==> src/logic/fsp_pkg.sv <==
// Package for the flash status and protection block.
// Assumes a 200 MHz system clock; serial pins are sampled by that clock.
package fsp_pkg;

    // ------------------------------------------------------------------
    // Clock and timing
    // ------------------------------------------------------------------
    localparam int CLOCK_MHZ = 200;
    localparam int STATUS_WRITE_NS = 1000;
    localparam int STATUS_WRITE_CYC = (STATUS_WRITE_NS * CLOCK_MHZ + 999) / 1000;
    localparam int TIMER_W = 10;

    // ------------------------------------------------------------------
    // Status register fields and reset values
    // ------------------------------------------------------------------
    localparam int STAT_FREEZE = 7;
    localparam int STAT_BP_MSB = 6;
    localparam int STAT_TOP_BOTTOM = 5;
    localparam int STAT_BP_HI = 4;
    localparam int STAT_BP_LO = 2;
    localparam int STAT_WEL = 1;
    localparam int STAT_WIP = 0;
    localparam logic FREEZE_RESET = 1'h0;
    localparam logic TOP_BOTTOM_RESET = 1'h0;
    localparam logic [3:0] BP_RESET = 4'h0;
    localparam logic WEL_RESET = 1'h0;

    // ------------------------------------------------------------------
    // Address space layout
    // ------------------------------------------------------------------
    localparam int ADDR_W = 26;
    localparam int SECTOR_SHIFT = 16;
    localparam int SUB32_SHIFT = 15;
    localparam int SUB4_SHIFT = 12;
    localparam int SECTOR_W = ADDR_W - SECTOR_SHIFT;
    localparam int SUB32_W = ADDR_W - SUB32_SHIFT;
    localparam int SUB4_W = ADDR_W - SUB4_SHIFT;
    localparam logic [3:0] BP_ALL = 4'hb;

    // ------------------------------------------------------------------
    // Serial frame sizes and command codes (codes are plain defaults)
    // ------------------------------------------------------------------
    localparam logic [5:0] CMD_BITS = 6'h08;
    localparam logic [5:0] ADDR_BITS = 6'h20;
    localparam logic [5:0] DATA_BITS = 6'h08;
    localparam logic [7:0] OP_WRITE_STATUS = 8'h01;
    localparam logic [7:0] OP_PROGRAM = 8'h02;
    localparam logic [7:0] OP_WRITE_DISABLE = 8'h04;
    localparam logic [7:0] OP_READ_STATUS = 8'h05;
    localparam logic [7:0] OP_WRITE_ENABLE = 8'h06;
    localparam logic [7:0] OP_ERASE_4K = 8'h20;
    localparam logic [7:0] OP_ERASE_32K = 8'h52;
    localparam logic [7:0] OP_ERASE_ALL = 8'hc7;
    localparam logic [7:0] OP_ERASE_64K = 8'hd8;

    // Array operation kinds handed to the array controller.
    localparam logic [2:0] KIND_PROGRAM = 3'h1;
    localparam logic [2:0] KIND_ERASE_4K = 3'h2;
    localparam logic [2:0] KIND_ERASE_32K = 3'h3;
    localparam logic [2:0] KIND_ERASE_64K = 3'h4;
    localparam logic [2:0] KIND_ERASE_ALL = 3'h5;

    typedef enum logic [1:0] {PH_CMD, PH_ADDR, PH_DATA, PH_READ} fsp_phase_e;
    typedef enum logic [1:0] {BZ_IDLE, BZ_STATUS, BZ_ARRAY} fsp_busy_e;

endpackage : fsp_pkg

==> src/logic/fsp_region_decode.sv <==
// Address decoder and block-protect check for the 512Mb array.
// Assumes a byte address below 0x4000000 and settled protect bits.
`timescale 1ns/100ps
module fsp_region_decode
    import fsp_pkg::*;
(
    input wire logic [ADDR_W-1:0] addr_i,
    input wire logic [3:0] bp_i,
    input wire logic top_bottom_i,
    output logic [SECTOR_W-1:0] sector_o,
    output logic [SUB32_W-1:0] sub32_o,
    output logic [SUB4_W-1:0] sub4_o,
    output logic protected_o
);

    // ------------------------------------------------------------------
    // Decode
    // ------------------------------------------------------------------
    logic [SECTOR_W:0] size;

    always_comb begin
        sector_o = addr_i[ADDR_W-1:SECTOR_SHIFT]; // RQ12
        sub32_o = addr_i[ADDR_W-1:SUB32_SHIFT]; // RQ12
        sub4_o = addr_i[ADDR_W-1:SUB4_SHIFT]; // RQ12
        // The region doubles with each step and covers everything from 11 up.
        if (bp_i == 4'h0) begin
            size = '0;
        end else if (bp_i >= BP_ALL) begin
            size = {1'b1, {SECTOR_W{1'b0}}};
        end else begin
            size = (SECTOR_W+1)'(1) << (bp_i - 4'h1); // RQ13
        end
        if (top_bottom_i) begin
            protected_o = {1'b0, sector_o} < size; // RQ13
        end else begin
            protected_o = {1'b0, sector_o} >=
                ({1'b1, {SECTOR_W{1'b0}}} - size); // RQ13
        end
        if (bp_i == 4'h0) begin
            protected_o = 1'b0;
        end
    end

endmodule : fsp_region_decode

==> src/logic/fsp_status_reg.sv <==
// Status register, write protection and serial command front end.
// Assumes serial pins from another domain and an array controller
// on clock_i that pulses done when a program or erase ends.
//
// Notes on behaviour
// RQ1 - Read-status command returns the register; write-status command stores it.
// RQ2 - Freeze bit set with write-protect low makes status writes ignored.
// RQ3 - Hardware protection ends only when write-protect is driven high.
// RQ4 - Freeze bit sits at bit 7, zero after reset enables writes.
// RQ5 - Top/bottom select at bit 5; zero anchors region at the top.
// RQ6 - Block-protect bits at 6 and 4:2 refuse program/erase in region.
// RQ7 - Write-enable latch at bit 1, cleared at power-up.
// RQ8 - Writes, programs and erases run only while the latch is set.
// RQ9 - Bit 0 shows busy during status write, program or erase cycles.
// RQ10 - Whole-array erase runs only when all protect bits are zero.
// RQ11 - Status bit 0 is always the inverse of the ready flag.
// RQ12 - Address decodes into 64KB, 32KB and 4KB aligned units.
// RQ13 - Protected size is a power of two of sectors, top or bottom.
// RQ14 - Latch clears when the busy cycle finishes.
`timescale 1ns/100ps
module fsp_status_reg
    import fsp_pkg::*;
(
    input wire logic clock_i,
    input wire logic rst_n_i,
    input wire logic cs_n_i,
    input wire logic sclk_i,
    input wire logic dq0_i,
    input wire logic wp_n_i,
    input wire logic array_done_i,
    output logic dq1_o,
    output logic dq1_oe_o,
    output logic [7:0] status_o,
    output logic flag_ready_o,
    output logic array_start_o,
    output logic [2:0] array_kind_o,
    output logic [ADDR_W-1:0] array_addr_o,
    output logic [SECTOR_W-1:0] op_sector_o,
    output logic [SUB32_W-1:0] op_sub32_o,
    output logic [SUB4_W-1:0] op_sub4_o,
    output logic protect_error_o
);

    // ------------------------------------------------------------------
    // Pin synchronisers
    // ------------------------------------------------------------------
    // Three stages; a level is accepted only once stages two and three agree,
    // which filters a single-sample glitch on the serial lines.
    logic [3:0] s1, s2, s3, filt, next_filt;
    logic sclk_rise, sclk_fall, cs_rise, cs_fall;

    always_comb begin
        next_filt = filt;
        for (int i = 0; i < 4; i++) begin
            if (s2[i] == s3[i]) begin
                next_filt[i] = s3[i];
            end
        end
        sclk_rise = next_filt[0] & ~filt[0];
        sclk_fall = ~next_filt[0] & filt[0];
        cs_rise = next_filt[1] & ~filt[1];
        cs_fall = ~next_filt[1] & filt[1];
    end

    always_ff @(posedge clock_i) begin
        if (!rst_n_i) begin
            s1 <= 4'h2;
            s2 <= 4'h2;
            s3 <= 4'h2;
            filt <= 4'h2;
        end else begin
            s1 <= {wp_n_i, dq0_i, cs_n_i, sclk_i};
            s2 <= s1;
            s3 <= s2;
            filt <= next_filt;
        end
    end

    wire logic frame_on = ~filt[1];
    wire logic mosi = filt[2];
    wire logic wp_high = filt[3];

    // ------------------------------------------------------------------
    // Register state
    // ------------------------------------------------------------------
    logic freeze, next_freeze, top_bottom, next_top_bottom;
    logic wel, next_wel;
    logic [3:0] bp, next_bp;
    fsp_busy_e busy_st, next_busy_st;
    logic [TIMER_W-1:0] timer, next_timer;
    logic busy;

    assign busy = busy_st != BZ_IDLE;
    always_comb begin
        status_o = {freeze, bp[3], top_bottom, bp[2:0], wel, busy}; // RQ9
        flag_ready_o = ~busy; // RQ11
    end

    // ------------------------------------------------------------------
    // Serial frame
    // ------------------------------------------------------------------
    fsp_phase_e phase, next_phase;
    logic [5:0] cnt, next_cnt;
    logic [7:0] opcode, next_opcode, out_sr, next_out_sr;
    logic [31:0] sr, next_sr;
    logic [2:0] ocnt, next_ocnt;
    logic next_dq1, next_oe;
    logic [ADDR_W-1:0] addr, next_addr;
    logic [7:0] wdata, next_wdata;
    logic frame_ok, next_frame_ok;

    always_comb begin
        next_phase = phase;
        next_cnt = cnt;
        next_opcode = opcode;
        next_sr = sr;
        next_out_sr = out_sr;
        next_ocnt = ocnt;
        next_dq1 = dq1_o;
        next_oe = dq1_oe_o;
        next_addr = addr;
        next_wdata = wdata;
        next_frame_ok = frame_ok;
        if (cs_fall) begin
            next_phase = PH_CMD;
            next_cnt = '0;
            next_frame_ok = 1'b0;
        end else if (frame_on && sclk_rise) begin
            next_sr = {sr[30:0], mosi};
            next_cnt = cnt + 6'h01;
            unique case (phase)
                PH_CMD: if (next_cnt == CMD_BITS) begin
                    next_opcode = next_sr[7:0];
                    next_cnt = '0;
                    next_frame_ok = 1'b1;
                    if (next_sr[7:0] == OP_READ_STATUS) begin
                        next_phase = PH_READ; // RQ1
                        next_ocnt = '0;
                    end else if (next_sr[7:0] == OP_WRITE_STATUS) begin
                        next_phase = PH_DATA;
                        next_frame_ok = 1'b0;
                    end else if (next_sr[7:0] == OP_PROGRAM ||
                                 next_sr[7:0] == OP_ERASE_4K ||
                                 next_sr[7:0] == OP_ERASE_32K ||
                                 next_sr[7:0] == OP_ERASE_64K) begin
                        next_phase = PH_ADDR;
                        next_frame_ok = 1'b0;
                    end else begin
                        next_phase = PH_DATA;
                    end
                end
                PH_ADDR: if (next_cnt == ADDR_BITS) begin
                    next_addr = next_sr[ADDR_W-1:0];
                    next_phase = PH_DATA;
                    next_frame_ok = 1'b1;
                end
                PH_DATA: if (next_cnt == DATA_BITS && !frame_ok) begin
                    next_wdata = next_sr[7:0];
                    next_frame_ok = 1'b1;
                end
                PH_READ: next_cnt = cnt;
            endcase
        end else if (frame_on && sclk_fall && phase == PH_READ) begin
            // The byte is reloaded each time so a poll sees busy drop live.
            next_oe = 1'b1;
            if (ocnt == 3'h0) begin
                next_dq1 = status_o[7]; // RQ1
                next_out_sr = {status_o[6:0], 1'b0};
            end else begin
                next_dq1 = out_sr[7];
                next_out_sr = {out_sr[6:0], 1'b0};
            end
            next_ocnt = ocnt + 3'h1;
        end
        if (!frame_on) begin
            next_oe = 1'b0;
            next_dq1 = 1'b0;
        end
    end

    always_ff @(posedge clock_i) begin
        if (!rst_n_i) begin
            phase <= PH_CMD;
            cnt <= '0;
            opcode <= '0;
            sr <= '0;
            out_sr <= '0;
            ocnt <= '0;
            dq1_o <= 1'b0;
            dq1_oe_o <= 1'b0;
            addr <= '0;
            wdata <= '0;
            frame_ok <= 1'b0;
        end else begin
            phase <= next_phase;
            cnt <= next_cnt;
            opcode <= next_opcode;
            sr <= next_sr;
            out_sr <= next_out_sr;
            ocnt <= next_ocnt;
            dq1_o <= next_dq1;
            dq1_oe_o <= next_oe;
            addr <= next_addr;
            wdata <= next_wdata;
            frame_ok <= next_frame_ok;
        end
    end

    // ------------------------------------------------------------------
    // Protection check and command execution at frame end
    // ------------------------------------------------------------------
    logic [SECTOR_W-1:0] sector;
    logic [SUB32_W-1:0] sub32;
    logic [SUB4_W-1:0] sub4;
    logic region_prot;

    fsp_region_decode u_decode (
        .addr_i(addr),
        .bp_i(bp),
        .top_bottom_i(top_bottom),
        .sector_o(sector),
        .sub32_o(sub32),
        .sub4_o(sub4),
        .protected_o(region_prot)
    );

    logic next_start, next_perr;
    logic [2:0] next_kind;
    logic [ADDR_W-1:0] next_aaddr;
    logic [SECTOR_W-1:0] next_osec;
    logic [SUB32_W-1:0] next_osub32;
    logic [SUB4_W-1:0] next_osub4;
    logic hw_locked, do_cmd;

    always_comb begin
        next_freeze = freeze;
        next_top_bottom = top_bottom;
        next_bp = bp;
        next_wel = wel;
        next_busy_st = busy_st;
        next_timer = timer;
        next_start = 1'b0;
        next_perr = 1'b0;
        next_kind = array_kind_o;
        next_aaddr = array_addr_o;
        next_osec = op_sector_o;
        next_osub32 = op_sub32_o;
        next_osub4 = op_sub4_o;
        hw_locked = freeze & ~wp_high; // RQ2 RQ3 RQ4
        do_cmd = cs_rise & frame_ok & ~busy;
        if (do_cmd) begin
            unique case (opcode)
                OP_WRITE_ENABLE: next_wel = 1'b1; // RQ8
                OP_WRITE_DISABLE: next_wel = 1'b0;
                OP_WRITE_STATUS: if (wel && !hw_locked) begin // RQ2 RQ8
                    next_freeze = wdata[STAT_FREEZE]; // RQ4
                    next_top_bottom = wdata[STAT_TOP_BOTTOM]; // RQ5
                    next_bp = {wdata[STAT_BP_MSB],
                               wdata[STAT_BP_HI:STAT_BP_LO]}; // RQ6
                    next_busy_st = BZ_STATUS; // RQ9
                    next_timer = TIMER_W'(STATUS_WRITE_CYC);
                end
                OP_PROGRAM, OP_ERASE_4K, OP_ERASE_32K, OP_ERASE_64K,
                OP_ERASE_ALL: if (wel) begin // RQ8
                    if (opcode == OP_ERASE_ALL ? bp != 4'h0 // RQ10
                                               : region_prot) begin // RQ6
                        next_perr = 1'b1;
                    end else begin
                        next_start = 1'b1;
                        next_busy_st = BZ_ARRAY; // RQ9
                        next_aaddr = addr;
                        next_osec = sector;
                        next_osub32 = sub32;
                        next_osub4 = sub4;
                        unique case (opcode)
                            OP_PROGRAM: next_kind = KIND_PROGRAM;
                            OP_ERASE_4K: next_kind = KIND_ERASE_4K;
                            OP_ERASE_32K: next_kind = KIND_ERASE_32K;
                            OP_ERASE_64K: next_kind = KIND_ERASE_64K;
                            default: next_kind = KIND_ERASE_ALL;
                        endcase
                    end
                end
                default: ;
            endcase
        end
        unique case (busy_st)
            BZ_IDLE: ;
            BZ_STATUS: begin
                next_timer = timer - TIMER_W'(1);
                if (timer == TIMER_W'(1)) begin
                    next_busy_st = BZ_IDLE;
                    next_wel = 1'b0; // RQ14
                end
            end
            BZ_ARRAY: if (array_done_i) begin
                next_busy_st = BZ_IDLE;
                next_wel = 1'b0; // RQ14
            end
        endcase
    end

    always_ff @(posedge clock_i) begin
        if (!rst_n_i) begin
            freeze <= FREEZE_RESET; // RQ4
            top_bottom <= TOP_BOTTOM_RESET; // RQ5
            bp <= BP_RESET;
            wel <= WEL_RESET; // RQ7
            busy_st <= BZ_IDLE;
            timer <= '0;
            array_start_o <= 1'b0;
            protect_error_o <= 1'b0;
            array_kind_o <= '0;
            array_addr_o <= '0;
            op_sector_o <= '0;
            op_sub32_o <= '0;
            op_sub4_o <= '0;
        end else begin
            freeze <= next_freeze;
            top_bottom <= next_top_bottom;
            bp <= next_bp;
            wel <= next_wel;
            busy_st <= next_busy_st;
            timer <= next_timer;
            array_start_o <= next_start;
            protect_error_o <= next_perr;
            array_kind_o <= next_kind;
            array_addr_o <= next_aaddr;
            op_sector_o <= next_osec;
            op_sub32_o <= next_osub32;
            op_sub4_o <= next_osub4;
        end
    end

endmodule : fsp_status_reg

==> config.mk <==
export PLATFORM = sky130hd
export DESIGN_NAME = fsp_status_reg
export DESIGN_NICKNAME = d
export VERILOG_FILES = /design/src/logic/fsp_pkg.sv /design/src/logic/fsp_region_decode.sv /design/src/logic/fsp_status_reg.sv
export SDC_FILE = /design/constraint.sdc
export NUM_CORES = 1
export LEC_CHECK = 0
export ABC_AREA = 1
export BUFFER_PORTS_ARGS = -buffer_cell sky130_fd_sc_hd__buf_4
export CAP_MARGIN = 20
export CORE_MARGIN = 1.5
export CORE_UTILIZATION = 39
export CTS_CLUSTER_DIAMETER = 80
export CTS_CLUSTER_SIZE = 30
export DETAILED_ROUTE_END_ITERATION = 10
export HOLD_SLACK_MARGIN = 0.1
export PLACE_DENSITY_LB_ADDON = 0.12
export REMOVE_ABC_BUFFERS = 1
export SLEW_MARGIN = 20
export SYNTH_ARGS = -nofsm -noshare
export SYNTH_HDL_FRONTEND = slang
export SYNTH_HIERARCHICAL = 1
export SYNTH_SLANG_ARGS = --single-unit
==> constraint.sdc <==
create_clock -name clock_i -period 3 [get_ports clock_i]
set_input_delay 0 -clock clock_i [delete_from_list [all_inputs] [get_ports clock_i]]
set_output_delay 0 -clock clock_i [all_outputs]
set_load 0.02 [all_outputs]
# After elaboration in Yosys (flattened, before gate mapping)
# Index checks and enable logic that the tools add are counted.
dict set report word_totals {
  ff_bits 190
  inputBits 7
  out_inout_bits 77
  elab_cells 175
}
dict set report classes {
  add_sub_neg 5
  order_cmp 3
  eq_ne 32
  shifts 1
  muxes 49
  n_bitwise 18
  reduce_logical 37
}
# cell n
set ops {}
lappend ops {{10-bit 2-to-1 mux} 4}
lappend ops {{8-bit by 3-bit == test with 1-bit output, second input constant} 3}
lappend ops {{8-bit == test, second input constant} 3}
lappend ops {{4-bit AND reduction} 6}
lappend ops {{11-bit 2-to-1 mux} 2}
lappend ops {{2-bit 2-to-1 mux} 11}
lappend ops {{1-bit 2-to-1 mux} 17}
lappend ops {{8-bit by 1-bit == test with 1-bit output, second input constant} 2}
lappend ops {{8-bit by 2-bit == test with 1-bit output, second input constant} 2}
lappend ops {{8-bit by 6-bit == test with 1-bit output, second input constant} 2}
lappend ops {{8-bit by 7-bit == test with 1-bit output, second input constant} 2}
lappend ops {{3-bit 2-to-1 mux} 5}
lappend ops {{2-bit case mux with 2 select lines} 3}
lappend ops {{3-bit case mux with 4 select lines} 1}
lappend ops {{6-bit case mux with 2 select lines} 1}
lappend ops {{2-bit nonzero test} 6}
lappend ops {{10-bit by 11-bit >= comparator with 1-bit output} 1}
lappend ops {{10-bit by 11-bit < comparator with 1-bit output} 1}
lappend ops {{1-bit NOT} 11}
lappend ops {{1-bit by 4-bit left shift with 11-bit output, first input constant} 1}
lappend ops {{11-bit subtractor, first input constant} 1}
lappend ops {{10-bit by 1-bit == test with 1-bit output, second input constant} 1}
lappend ops {{5-bit AND reduction} 2}
lappend ops {{10-bit by 1-bit subtractor with 10-bit output, second input constant} 1}
lappend ops {{28 further kinds} 56}

# Longest topological paths before layout
# Gate-level depths: netlist (run 1).
dict set report depth {
  word_depth 15
  mapped_depth 26
  ltp_nobuf 25
}

# Cells and area by module
# The synthesis (run 1) kept the hierarchy.
# module n_inst cells_each area_per_inst_um2 seq_area_each_um2
set by_module_without_submodules {}
lappend by_module_without_submodules {fsp_status_reg 1 976 7554.7 3743.6}
lappend by_module_without_submodules {fsp_region_decode 1 156 1008.5 0.0}

# Worst setup path after synthesis (run 1)
# Ideal clock, no wire load.
dict set report synth_timing {
  path_kind {flip-flop to flip-flop}
  from {register bp[1]}
  to {register array_addr_o[0]}
  setup_time_ns 0.132
  arrival_ns 3.002
  slack_ns -0.134
  stages_incl_launch_ff 26
  path_buffers 2
  period_less_slack_ns 3.134
  cell_sequence {dfxtp_1 > inv_1 > nor2_1 > nand2_1 > ha_1 > nand2_1 > nor2_1 > nand3_1 > nand3b_4 > o21ai_2 > ha_1 > a21o_1 > nand4_1 > nand2_1 > nor2_1 > nand4_1 > nand2_1 > inv_1 > nand2_1 > nand2_1 > nor2_2 > nand3_2 > buf_4 > buf_4 > nand2_1 > a21oi_1}
}
dict set report synth_between {
  elab_chain_cells 11
}
# element line_no
set synth_rtl {}
lappend synth_rtl {{start, declared} fsp_status_reg.sv:88} ;# logic [3:0] bp, next_bp;
lappend synth_rtl {{start signal, assigned} fsp_status_reg.sv:321} ;# bp <= next_bp;
lappend synth_rtl {{4-bit by 1-bit subtractor with 4-bit output} fsp_region_decode.sv:31} ;# size = (SECTOR_W+1)'(1) << (bp_i - 4'h1);
lappend synth_rtl {{1-bit by 4-bit left shift with 11-bit output} fsp_region_decode.sv:31}
lappend synth_rtl {{11-bit 2-to-1 mux} fsp_region_decode.sv:28} ;# end else if (bp_i >= BP_ALL) begin
lappend synth_rtl {{11-bit 2-to-1 mux} fsp_region_decode.sv:26} ;# if (bp_i == 4'h0) begin
lappend synth_rtl {{11-bit subtractor} fsp_region_decode.sv:37} ;# ({1'b1, {SECTOR_W{1'b0}}} - size);
lappend synth_rtl {{10-bit by 11-bit >= comparator with 1-bit output} fsp_region_decode.sv:36} ;# protected_o = {1'b0, sector_o} >=
lappend synth_rtl {{1-bit 2-to-1 mux} fsp_region_decode.sv:33} ;# if (top_bottom_i) begin
lappend synth_rtl {{1-bit 2-to-1 mux (*)} fsp_region_decode.sv:39} ;# if (bp_i == 4'h0) begin
lappend synth_rtl {{named net region_prot} fsp_status_reg.sv:215} ;# logic region_prot;
lappend synth_rtl {{1-bit 2-to-1 mux (*)} fsp_status_reg.sv:265} ;# if (opcode == OP_ERASE_ALL ? bp != 4'h0
lappend synth_rtl {{1-bit NOT (no source line) (*)} n/a}
lappend synth_rtl {{4-bit AND reduction (no source line) (*)} n/a}
lappend synth_rtl {{end signal, assigned} fsp_status_reg.sv:328} ;# array_addr_o <= next_aaddr;
lappend synth_rtl {{end, declared} fsp_status_reg.sv:37} ;# output logic [ADDR_W-1:0] array_addr_o,
# The timed path passes the listed nets; every way through them passes the cells marked *.
# A chain may end at the register's enable or synchronous reset.

# Worst setup path after layout (run 1)
dict set report layout_timing {
  from {register bp[1]}
  to {register array_addr_o[13]}
}
# The elaborated chain is that of the path after synthesis.

==> run summary, run 1 <==
worst clock skew: 0.0106 ns
Vias/cell: 4.82
total track usage: 0.184
WL/cell: 13.7 um
Syn Inst Count: 1,132
synthesized area: 8560 um2
Slew Limit Fails: 0
Reg2Reg Setup Slack: -0.07 ns
most numerous cell in the Yosys netlist: nand2_1
crit path kind: reg2reg
largest net degree at the start of global routing: 69
Reg clk slew, reported paths: 0.08 ns
crit-path max cell delay: 0.37 ns
worst flop-to-flop path endpoint: array_addr_o[13]$_SDFFE_PN0P_
CP max-delay cell: dfxtp_4
Primary FF master, synth: dfxtp_1
Max Clock Freq: 0.325 GHz
fin crit period: 3.07 ns
Post-Layout Cell Count: 1,517
crit path DAT: 3.37 ns
routed wire length: 20.7 mm
io pins: 84
Avg Inst Size Synth: 7.56 um2
Leak Pwr: 4.37 nW
htree depth: 4
Startpoint Class: flip-flop
Seq/Total Area, Yosys: 0.437
Bufs and invs on worst path: 12
Final period util: 1.02
crit-path leading delay family: buffers and inverters
status: finished with violations
top post-synthesis cells by area: dfxtp_1, nand2_1, a21oi_1
global-route wire length before repair: 33.2 mm
Yosys top cell by area: dfxtp_1
Synth top area share: 0.437
initial antenna violation count: 0
worst r2r src: bp[1]$_SDFFE_PN0P_
Hold Vio Cnt, Final: 0
DR pass1 iterations: 5
global route overflow: 0
CTS root buffer: clkbuf_16
drc violations: 0
multi-input combinational cell area: 4030 um2
antenna viol nets, final: 0
Chip Width: 151 um
register bit total from synthesis: 187
Slew HR: 0.434
Layout Nets: 1,263
Power Dens Cells: 460 nW/um2
worst-margin pin slew: 0.840 ns
clk buf depth: 2
Max FO, Critical Path: 5
Critical Path RT: 3.30 ns
layout cells sized above 1: 0.231
Max IR drop VDD: 328 uV
failing checks: setup timing
worst hold path cell count: 3
die footprint: 22,900 um2
Clk Latency, worst-skew pair: 0.44 ns
Synth cell types: 45
synth-to-layout area growth: 24.7%
RSZ-0062 raised after global routing: yes
min-delay src: cs_n_i
final setup violation count: 45
Total Power: 4.91 mW
Final WS setup: -0.0744 ns
n_diodes: 0
Seq. cell area: 3750 um2
I/O Buffers: 83
dpl hpwl: 13.2 mm
initial core utilization: 0.395
Hold Crit Class: in2reg
DRT iter0 DRCs: 386
routability congestion estimate: 0.842
Inst Count DP: 1,447
vias in the first global route: 6,704
number of flops mapped to enable cells by yosys: 0
commonest cells in the synthesized netlist: nand2_1, dfxtp_1, a21oi_1
Ys Warns: 6
asr flop ratio synth: 0
most frequent CP cell: buf_4
fillcell total: 2,141
Row Count: 54
Setup crit end kind: flip-flop
total CTS buffers: 17
Reg2Reg Depth: 26
total number of vias: 7,306
chip height: 151 um
CTS tree: built
core outline area: 21,700 um2
max cap viols: 0
clock sinks: 187
end of the worst hold path: s1[1]$_SDFF_PN1_
-- metal layers --
layer	share of wire	global-route usage	up-vias	routed length (um)
met4	0.013	0.0515	0	263
met3	0.029	0.0334	20	611
met1	0.48	0.241	3341	9990
met5	0	0	-	0
li1	-	-	3853	-
met2	0.48	0.309	92	9880
-- per-stage QoR --
| step | worst slack, ns | setup TNS (ns) | util | hold WS (ns) | instance area [um2] |
|---|---|---|---|---|---|
| after floorplan | -1.19 | -76.34 | - | 0.0689 | 8000 |
| after global placement | -0.0999 | -4.72 | 0.429 | 0.183 | 9300 |
| after detailed placement | -0.182 | -9.22 | 0.429 | 0.190 | 9300 |
| after CTS | -0.0537 | -1.99 | 0.478 | 0.270 | 10400 |
| after global routing | -0.269 | -13.92 | 0.492 | 0.291 | 10700 |
| final | -0.0744 | -1.39 | 0.492 | 0.281 | 10700 |
-- worst min-delay path: stages --
cell and delay [ns]:
dlygate4sd3_1 0.52, buf_4 0.09, or2_2 0.08
-- state kept, by name, summed over array words and instances, names as in the netlist, 8 cells and up --
register and count:
sr 25, opcode 8, array_addr_o 26, op_sub4_o 14, op_sub32_o 11, timer 10, addr 26, op_sector_o 10
-- layout by cell type (no fill, tap or decap), types with 7 or more instances in the layout --
cell / instances
a211oi_1: 17
a21oi_1: 134
a21oi_2: 19
a31oi_1: 9
buf_4: 134
clkbuf_16: 18
dfxtp_1: 183
dlygate4sd3_1: 9
ha_1: 27
inv_1: 124
inv_2: 10
nand2_1: 210
nand2_2: 21
nand2_4: 7
nand3_1: 35
nand4_1: 18
nor2_1: 74
nor2_4: 11
nor3_1: 8
o21ai_0: 73
o21ai_1: 13
-- what timing repair did --
action / 4_1_cts / 5_1_grt
buffers inserted: 18 / 8
cloned: 5 / 1
hold buffers: 9 / 0
hold endpoints to repair: 21 / 0
pin swaps: 7 / 28
endpoints found under the setup margin: 64 / 68
resized for setup: 28 / 72
-- cell type report --
class,count,share of cell area
flip-flops and latches,187,0.352
clock inverters,15,0.0180
well taps,280,0.0328
repair buffers,158,0.129
inverters,139,0.0508
clock buffers,17,0.0399
multi-input cells,721,0.378
-- kinds of logic (layout without fill, tap and decap cells) --
family	after synthesis	in the layout	share of synthesized area
xor gates and xnor gates	3	3	0.00307
and+or+nand+nor	408	408	0.213
adders and majority gates	32	32	0.0468
DFF	187	187	0.437
AOI/OAI and AO/OA	278	278	0.173
buffers and inverters	224	329	0.127
-- worst max-delay path by stage --
| stage | slack (ns) | to | start | cells past startpoint |
|---|---|---|---|---|
| 2_1_floorplan | -1.19 | array_addr_o[0]$_SDFFE_PN0P_ | bp[1]$_SDFFE_PN0P_ | 24 |
| 3_3_place_gp | -0.1 | array_addr_o[0]$_SDFFE_PN0P_ | bp[1]$_SDFFE_PN0P_ | 25 |
| 3_5_place_dp | -0.18 | op_sub4_o[9]$_SDFFE_PN0P_ | bp[1]$_SDFFE_PN0P_ | 25 |
| 4_1_cts | -0.05 | array_addr_o[20]$_SDFFE_PN0P_ | bp[1]$_SDFFE_PN0P_ | 25 |
| 5_1_grt | -0.27 | op_sub32_o[6]$_SDFFE_PN0P_ | bp[0]$_SDFFE_PN0P_ | 26 |
| 6_report | -0.07 | array_addr_o[13]$_SDFFE_PN0P_ | bp[1]$_SDFFE_PN0P_ | 26 |
-- power by group --
| part | switching, mW | internal (mW) | total, mW |
|---|---|---|---|
| sequential | 0.00263 | 2.48 | 2.49 |
| clock | 1.13 | 1.21 | 2.34 |
| combinational | 0.0600 | 0.0283 | 0.0883 |
Note: power is estimated with default switching activity, not from simulation.
==> run 2, diff against run 1 <==
--- a/config.mk
+++ b/config.mk
@@ -9,13 +9,14 @@
 export BUFFER_PORTS_ARGS = -buffer_cell sky130_fd_sc_hd__buf_4
 export CAP_MARGIN = 20
 export CORE_MARGIN = 1.5
-export CORE_UTILIZATION = 39
+export CORE_UTILIZATION = 35
 export CTS_CLUSTER_DIAMETER = 80
 export CTS_CLUSTER_SIZE = 30
 export DETAILED_ROUTE_END_ITERATION = 10
 export HOLD_SLACK_MARGIN = 0.1
 export PLACE_DENSITY_LB_ADDON = 0.12
 export REMOVE_ABC_BUFFERS = 1
+export SKIP_CTS_REPAIR_TIMING = 1
 export SLEW_MARGIN = 20
 export SYNTH_ARGS = -nofsm -noshare
 export SYNTH_HDL_FRONTEND = slang
==> constraint.sdc (replaced) <==
create_clock -name clock_i -period 3.95 [get_ports clock_i]
set_input_delay 0 -clock clock_i [delete_from_list [all_inputs] [get_ports clock_i]]
set_output_delay 0 -clock clock_i [all_outputs]
set_load 0.02 [all_outputs]
==> run 2 against run 1 <==
  * Critical path depth decreased by 1
  * Critical path type unchanged
  * Non-clock buffer count decreased by 54
  * Setup slack improved by 0.46 ns
  * Hold slack improved by 0.0091 ns
  * The run now ends clean
  * Clock power decreased by 24%
  * First-iteration DRC count increased by 4.4%
  * Utilization decreased by 8.4 points
  * Clock skew increased by 0.0078 ns
  * Sequential share of layout area increased by 2.8 points
==> run summary, run 2 (synthesis gave the netlist of run 1 again) <==
status: finished clean (was finished with violations)
Hold Vio Cnt, Final: 0 (unchanged)
RSZ-0062 raised after global routing: no (was yes)
Final period util: 0.902 (was 1.02)
global route overflow: 0 (unchanged)
worst-margin pin slew: 0.744 ns (was 0.840 ns)
htree depth: 4 (unchanged)
worst clock skew: 0.0184 ns (was 0.0106 ns)
DR pass1 iterations: 4 (was 5)
fillcell total: 2,536 (was 2,141)
hold_ws: 0.290 ns (was 0.281 ns)
total number of vias: 7,061 (was 7,306)
core outline area: 24,200 um2 (was 21,700 um2)
WL/cell: 13.0 um (was 13.7 um)
layout cells sized above 1: 0.145 (was 0.231)
CTS tree: built (unchanged)
I/O Buffers: 83 (unchanged)
clk buf depth: 2 (unchanged)
Total Power: 3.75 mW (was 4.91 mW)
Final WS setup: 0.388 ns (was -0.0744 ns)
Row Count: 57 (was 54)
synth-to-layout area growth: 15.2% (was 24.7%)
total CTS buffers: 17 (unchanged)
Setup crit end kind: flip-flop (unchanged)
Reg clk slew, reported paths: 0.08 ns (about the same)
initial antenna violation count: 0 (unchanged)
dpl hpwl: 13.5 mm (was 13.2 mm)
DRT iter0 DRCs: 403 (was 386)
Slew HR: 0.499 (was 0.434)
largest net degree at the start of global routing: 63 (was 69)
initial core utilization: 0.354 (was 0.395)
Layout Nets: 1,209 (was 1,263)
crit path kind: reg2reg (unchanged)
antenna viol nets, final: 0 (unchanged)
Chip Width: 159 um (was 151 um)
Hold Crit Class: in2reg (unchanged)
n_diodes: 0 (unchanged)
max cap viols: 0 (unchanged)
global-route wire length before repair: 33.0 mm (was 33.2 mm)
Max IR drop VDD: 240 uV (was 328 uV)
Max Clock Freq: 0.281 GHz (was 0.325 GHz)
Power Dens Cells: 380 nW/um2 (was 460 nW/um2)
Vias/cell: 4.69 (was 4.82)
DP Worst Slack: 0.396 ns (was -0.182 ns)
total track usage: 0.157 (was 0.184)
crit path DAT: 3.92 ns (was 3.37 ns)
die footprint: 25,400 um2 (was 22,900 um2)
fin crit period: 3.56 ns (was 3.07 ns)
Critical Path RT: 4.31 ns (was 3.30 ns)
vias in the first global route: 6,746 (was 6,704)
fin util: 0.408 (was 0.492)
Startpoint Class: flip-flop (unchanged)
most frequent cells in the layout: nand2_1, dfxtp_1, a21oi_1 (was nand2_1, dfxtp_1, a21oi_1, buf_4, inv_1)
commonest non-fill, non-tap cell in the layout: nand2_1 (unchanged)
Slew Limit Fails: 0 (unchanged)
Leak Pwr: 3.94 nW (was 4.37 nW)
io pins: 84 (unchanged)
Clk Latency, worst-skew pair: 0.44 ns (about the same)
routed wire length: 19.6 mm (was 20.7 mm)
biggest regs: addr (26), array_addr_o (26), sr (25) (unchanged)
Max FO, Critical Path: 26 (was 5)
clock sinks: 187 (unchanged)
final setup violation count: 0 (was 45)
CTS root buffer: clkbuf_16 (unchanged)
drc violations: 0 (unchanged)
chip height: 159 um (was 151 um)
routability congestion estimate: 0.828 (was 0.842)
-- run 2: worst paths after layout --
path / start / end / slack [ns] / cells after the start
worst max-delay path: bp[0]$_SDFFE_PN0P_ / op_sub32_o[10]$_SDFFE_PN0P_ / 0.39 / 25
worst min-delay path: wp_n_i / s1[3]$_SDFF_PN0_ / 0.29 / 4
worst max register to register: bp[0]$_SDFFE_PN0P_ / op_sub32_o[10]$_SDFFE_PN0P_ / 0.39 / 25
worst min register to register: s1[2]$_SDFF_PN0_ / s2[2]$_SDFF_PN0_ / 0.42 / 2
-- run 2: final cells by class --
class / instances / area [um2] / share of cell area
clock inverters: 14 / 186 / 0.0189
clock buffers: 18 / 439 / 0.0445
well taps: 324 / 405 / 0.0411
inverters: 139 / 527 / 0.0534
repair buffers: 104 / 831 / 0.0842
flip-flops and latches: 187 / 3740 / 0.380
multi-input cells: 721 / 3730 / 0.378
-- run 2: power breakdown --
part / switching, mW / leakage [nW] / internal (mW) / total (mW)
Clock: 0.854 / 0.306 / 0.939 / 1.79
Combinational: 0.0435 / 2.13 / 0.0201 / 0.0636
Sequential: 0.00190 / 1.51 / 1.89 / 1.89
Total: 0.899 / 3.94 / 2.85 / 3.75
-- run 2: routing by layer --
metal	vias to the layer above	wire, um	track usage
li1	3729	-	-
met1	3247	9420	0.200
met2	78	9530	0.272
met3	7	558	0.0323
met4	0	131	0.0373
met5	-	0	0
-- run 2: worst max-delay path, stage by stage (launching register included) --
cell       delay (ns)
dfxtp_1          0.44
buf_4            0.19
nor2_1           0.06
nand2_1          0.08
ha_1             0.23
nand2_1          0.09
nor2_1           0.15
nand3_1          0.11
nand3b_4         0.17
o21ai_2          0.07
ha_1             0.27
a21o_1           0.19
nand4_1          0.08
nand2_1          0.07
nor2_1           0.10
nand4_1          0.08
nand2_1          0.07
inv_1            0.04
nand2_1          0.05
nand2_1          0.09
nor2_2           0.11
nand3_2          0.12
inv_4            0.20
clkbuf_16        0.24
nand2_1          0.06
a21oi_1          0.12
-- run 2: stage by stage --
stage | cell area, um2 | instances | TNS [ns]
after floorplan | 8000 | 1047 | -15.54
after global placement | 9130 | 1466 | 0
after detailed placement | 9130 | 1466 | 0
after CTS | 9760 | 1498 | 0
after global routing | 9860 | 1507 | 0
final | 9860 | 1507 | 0
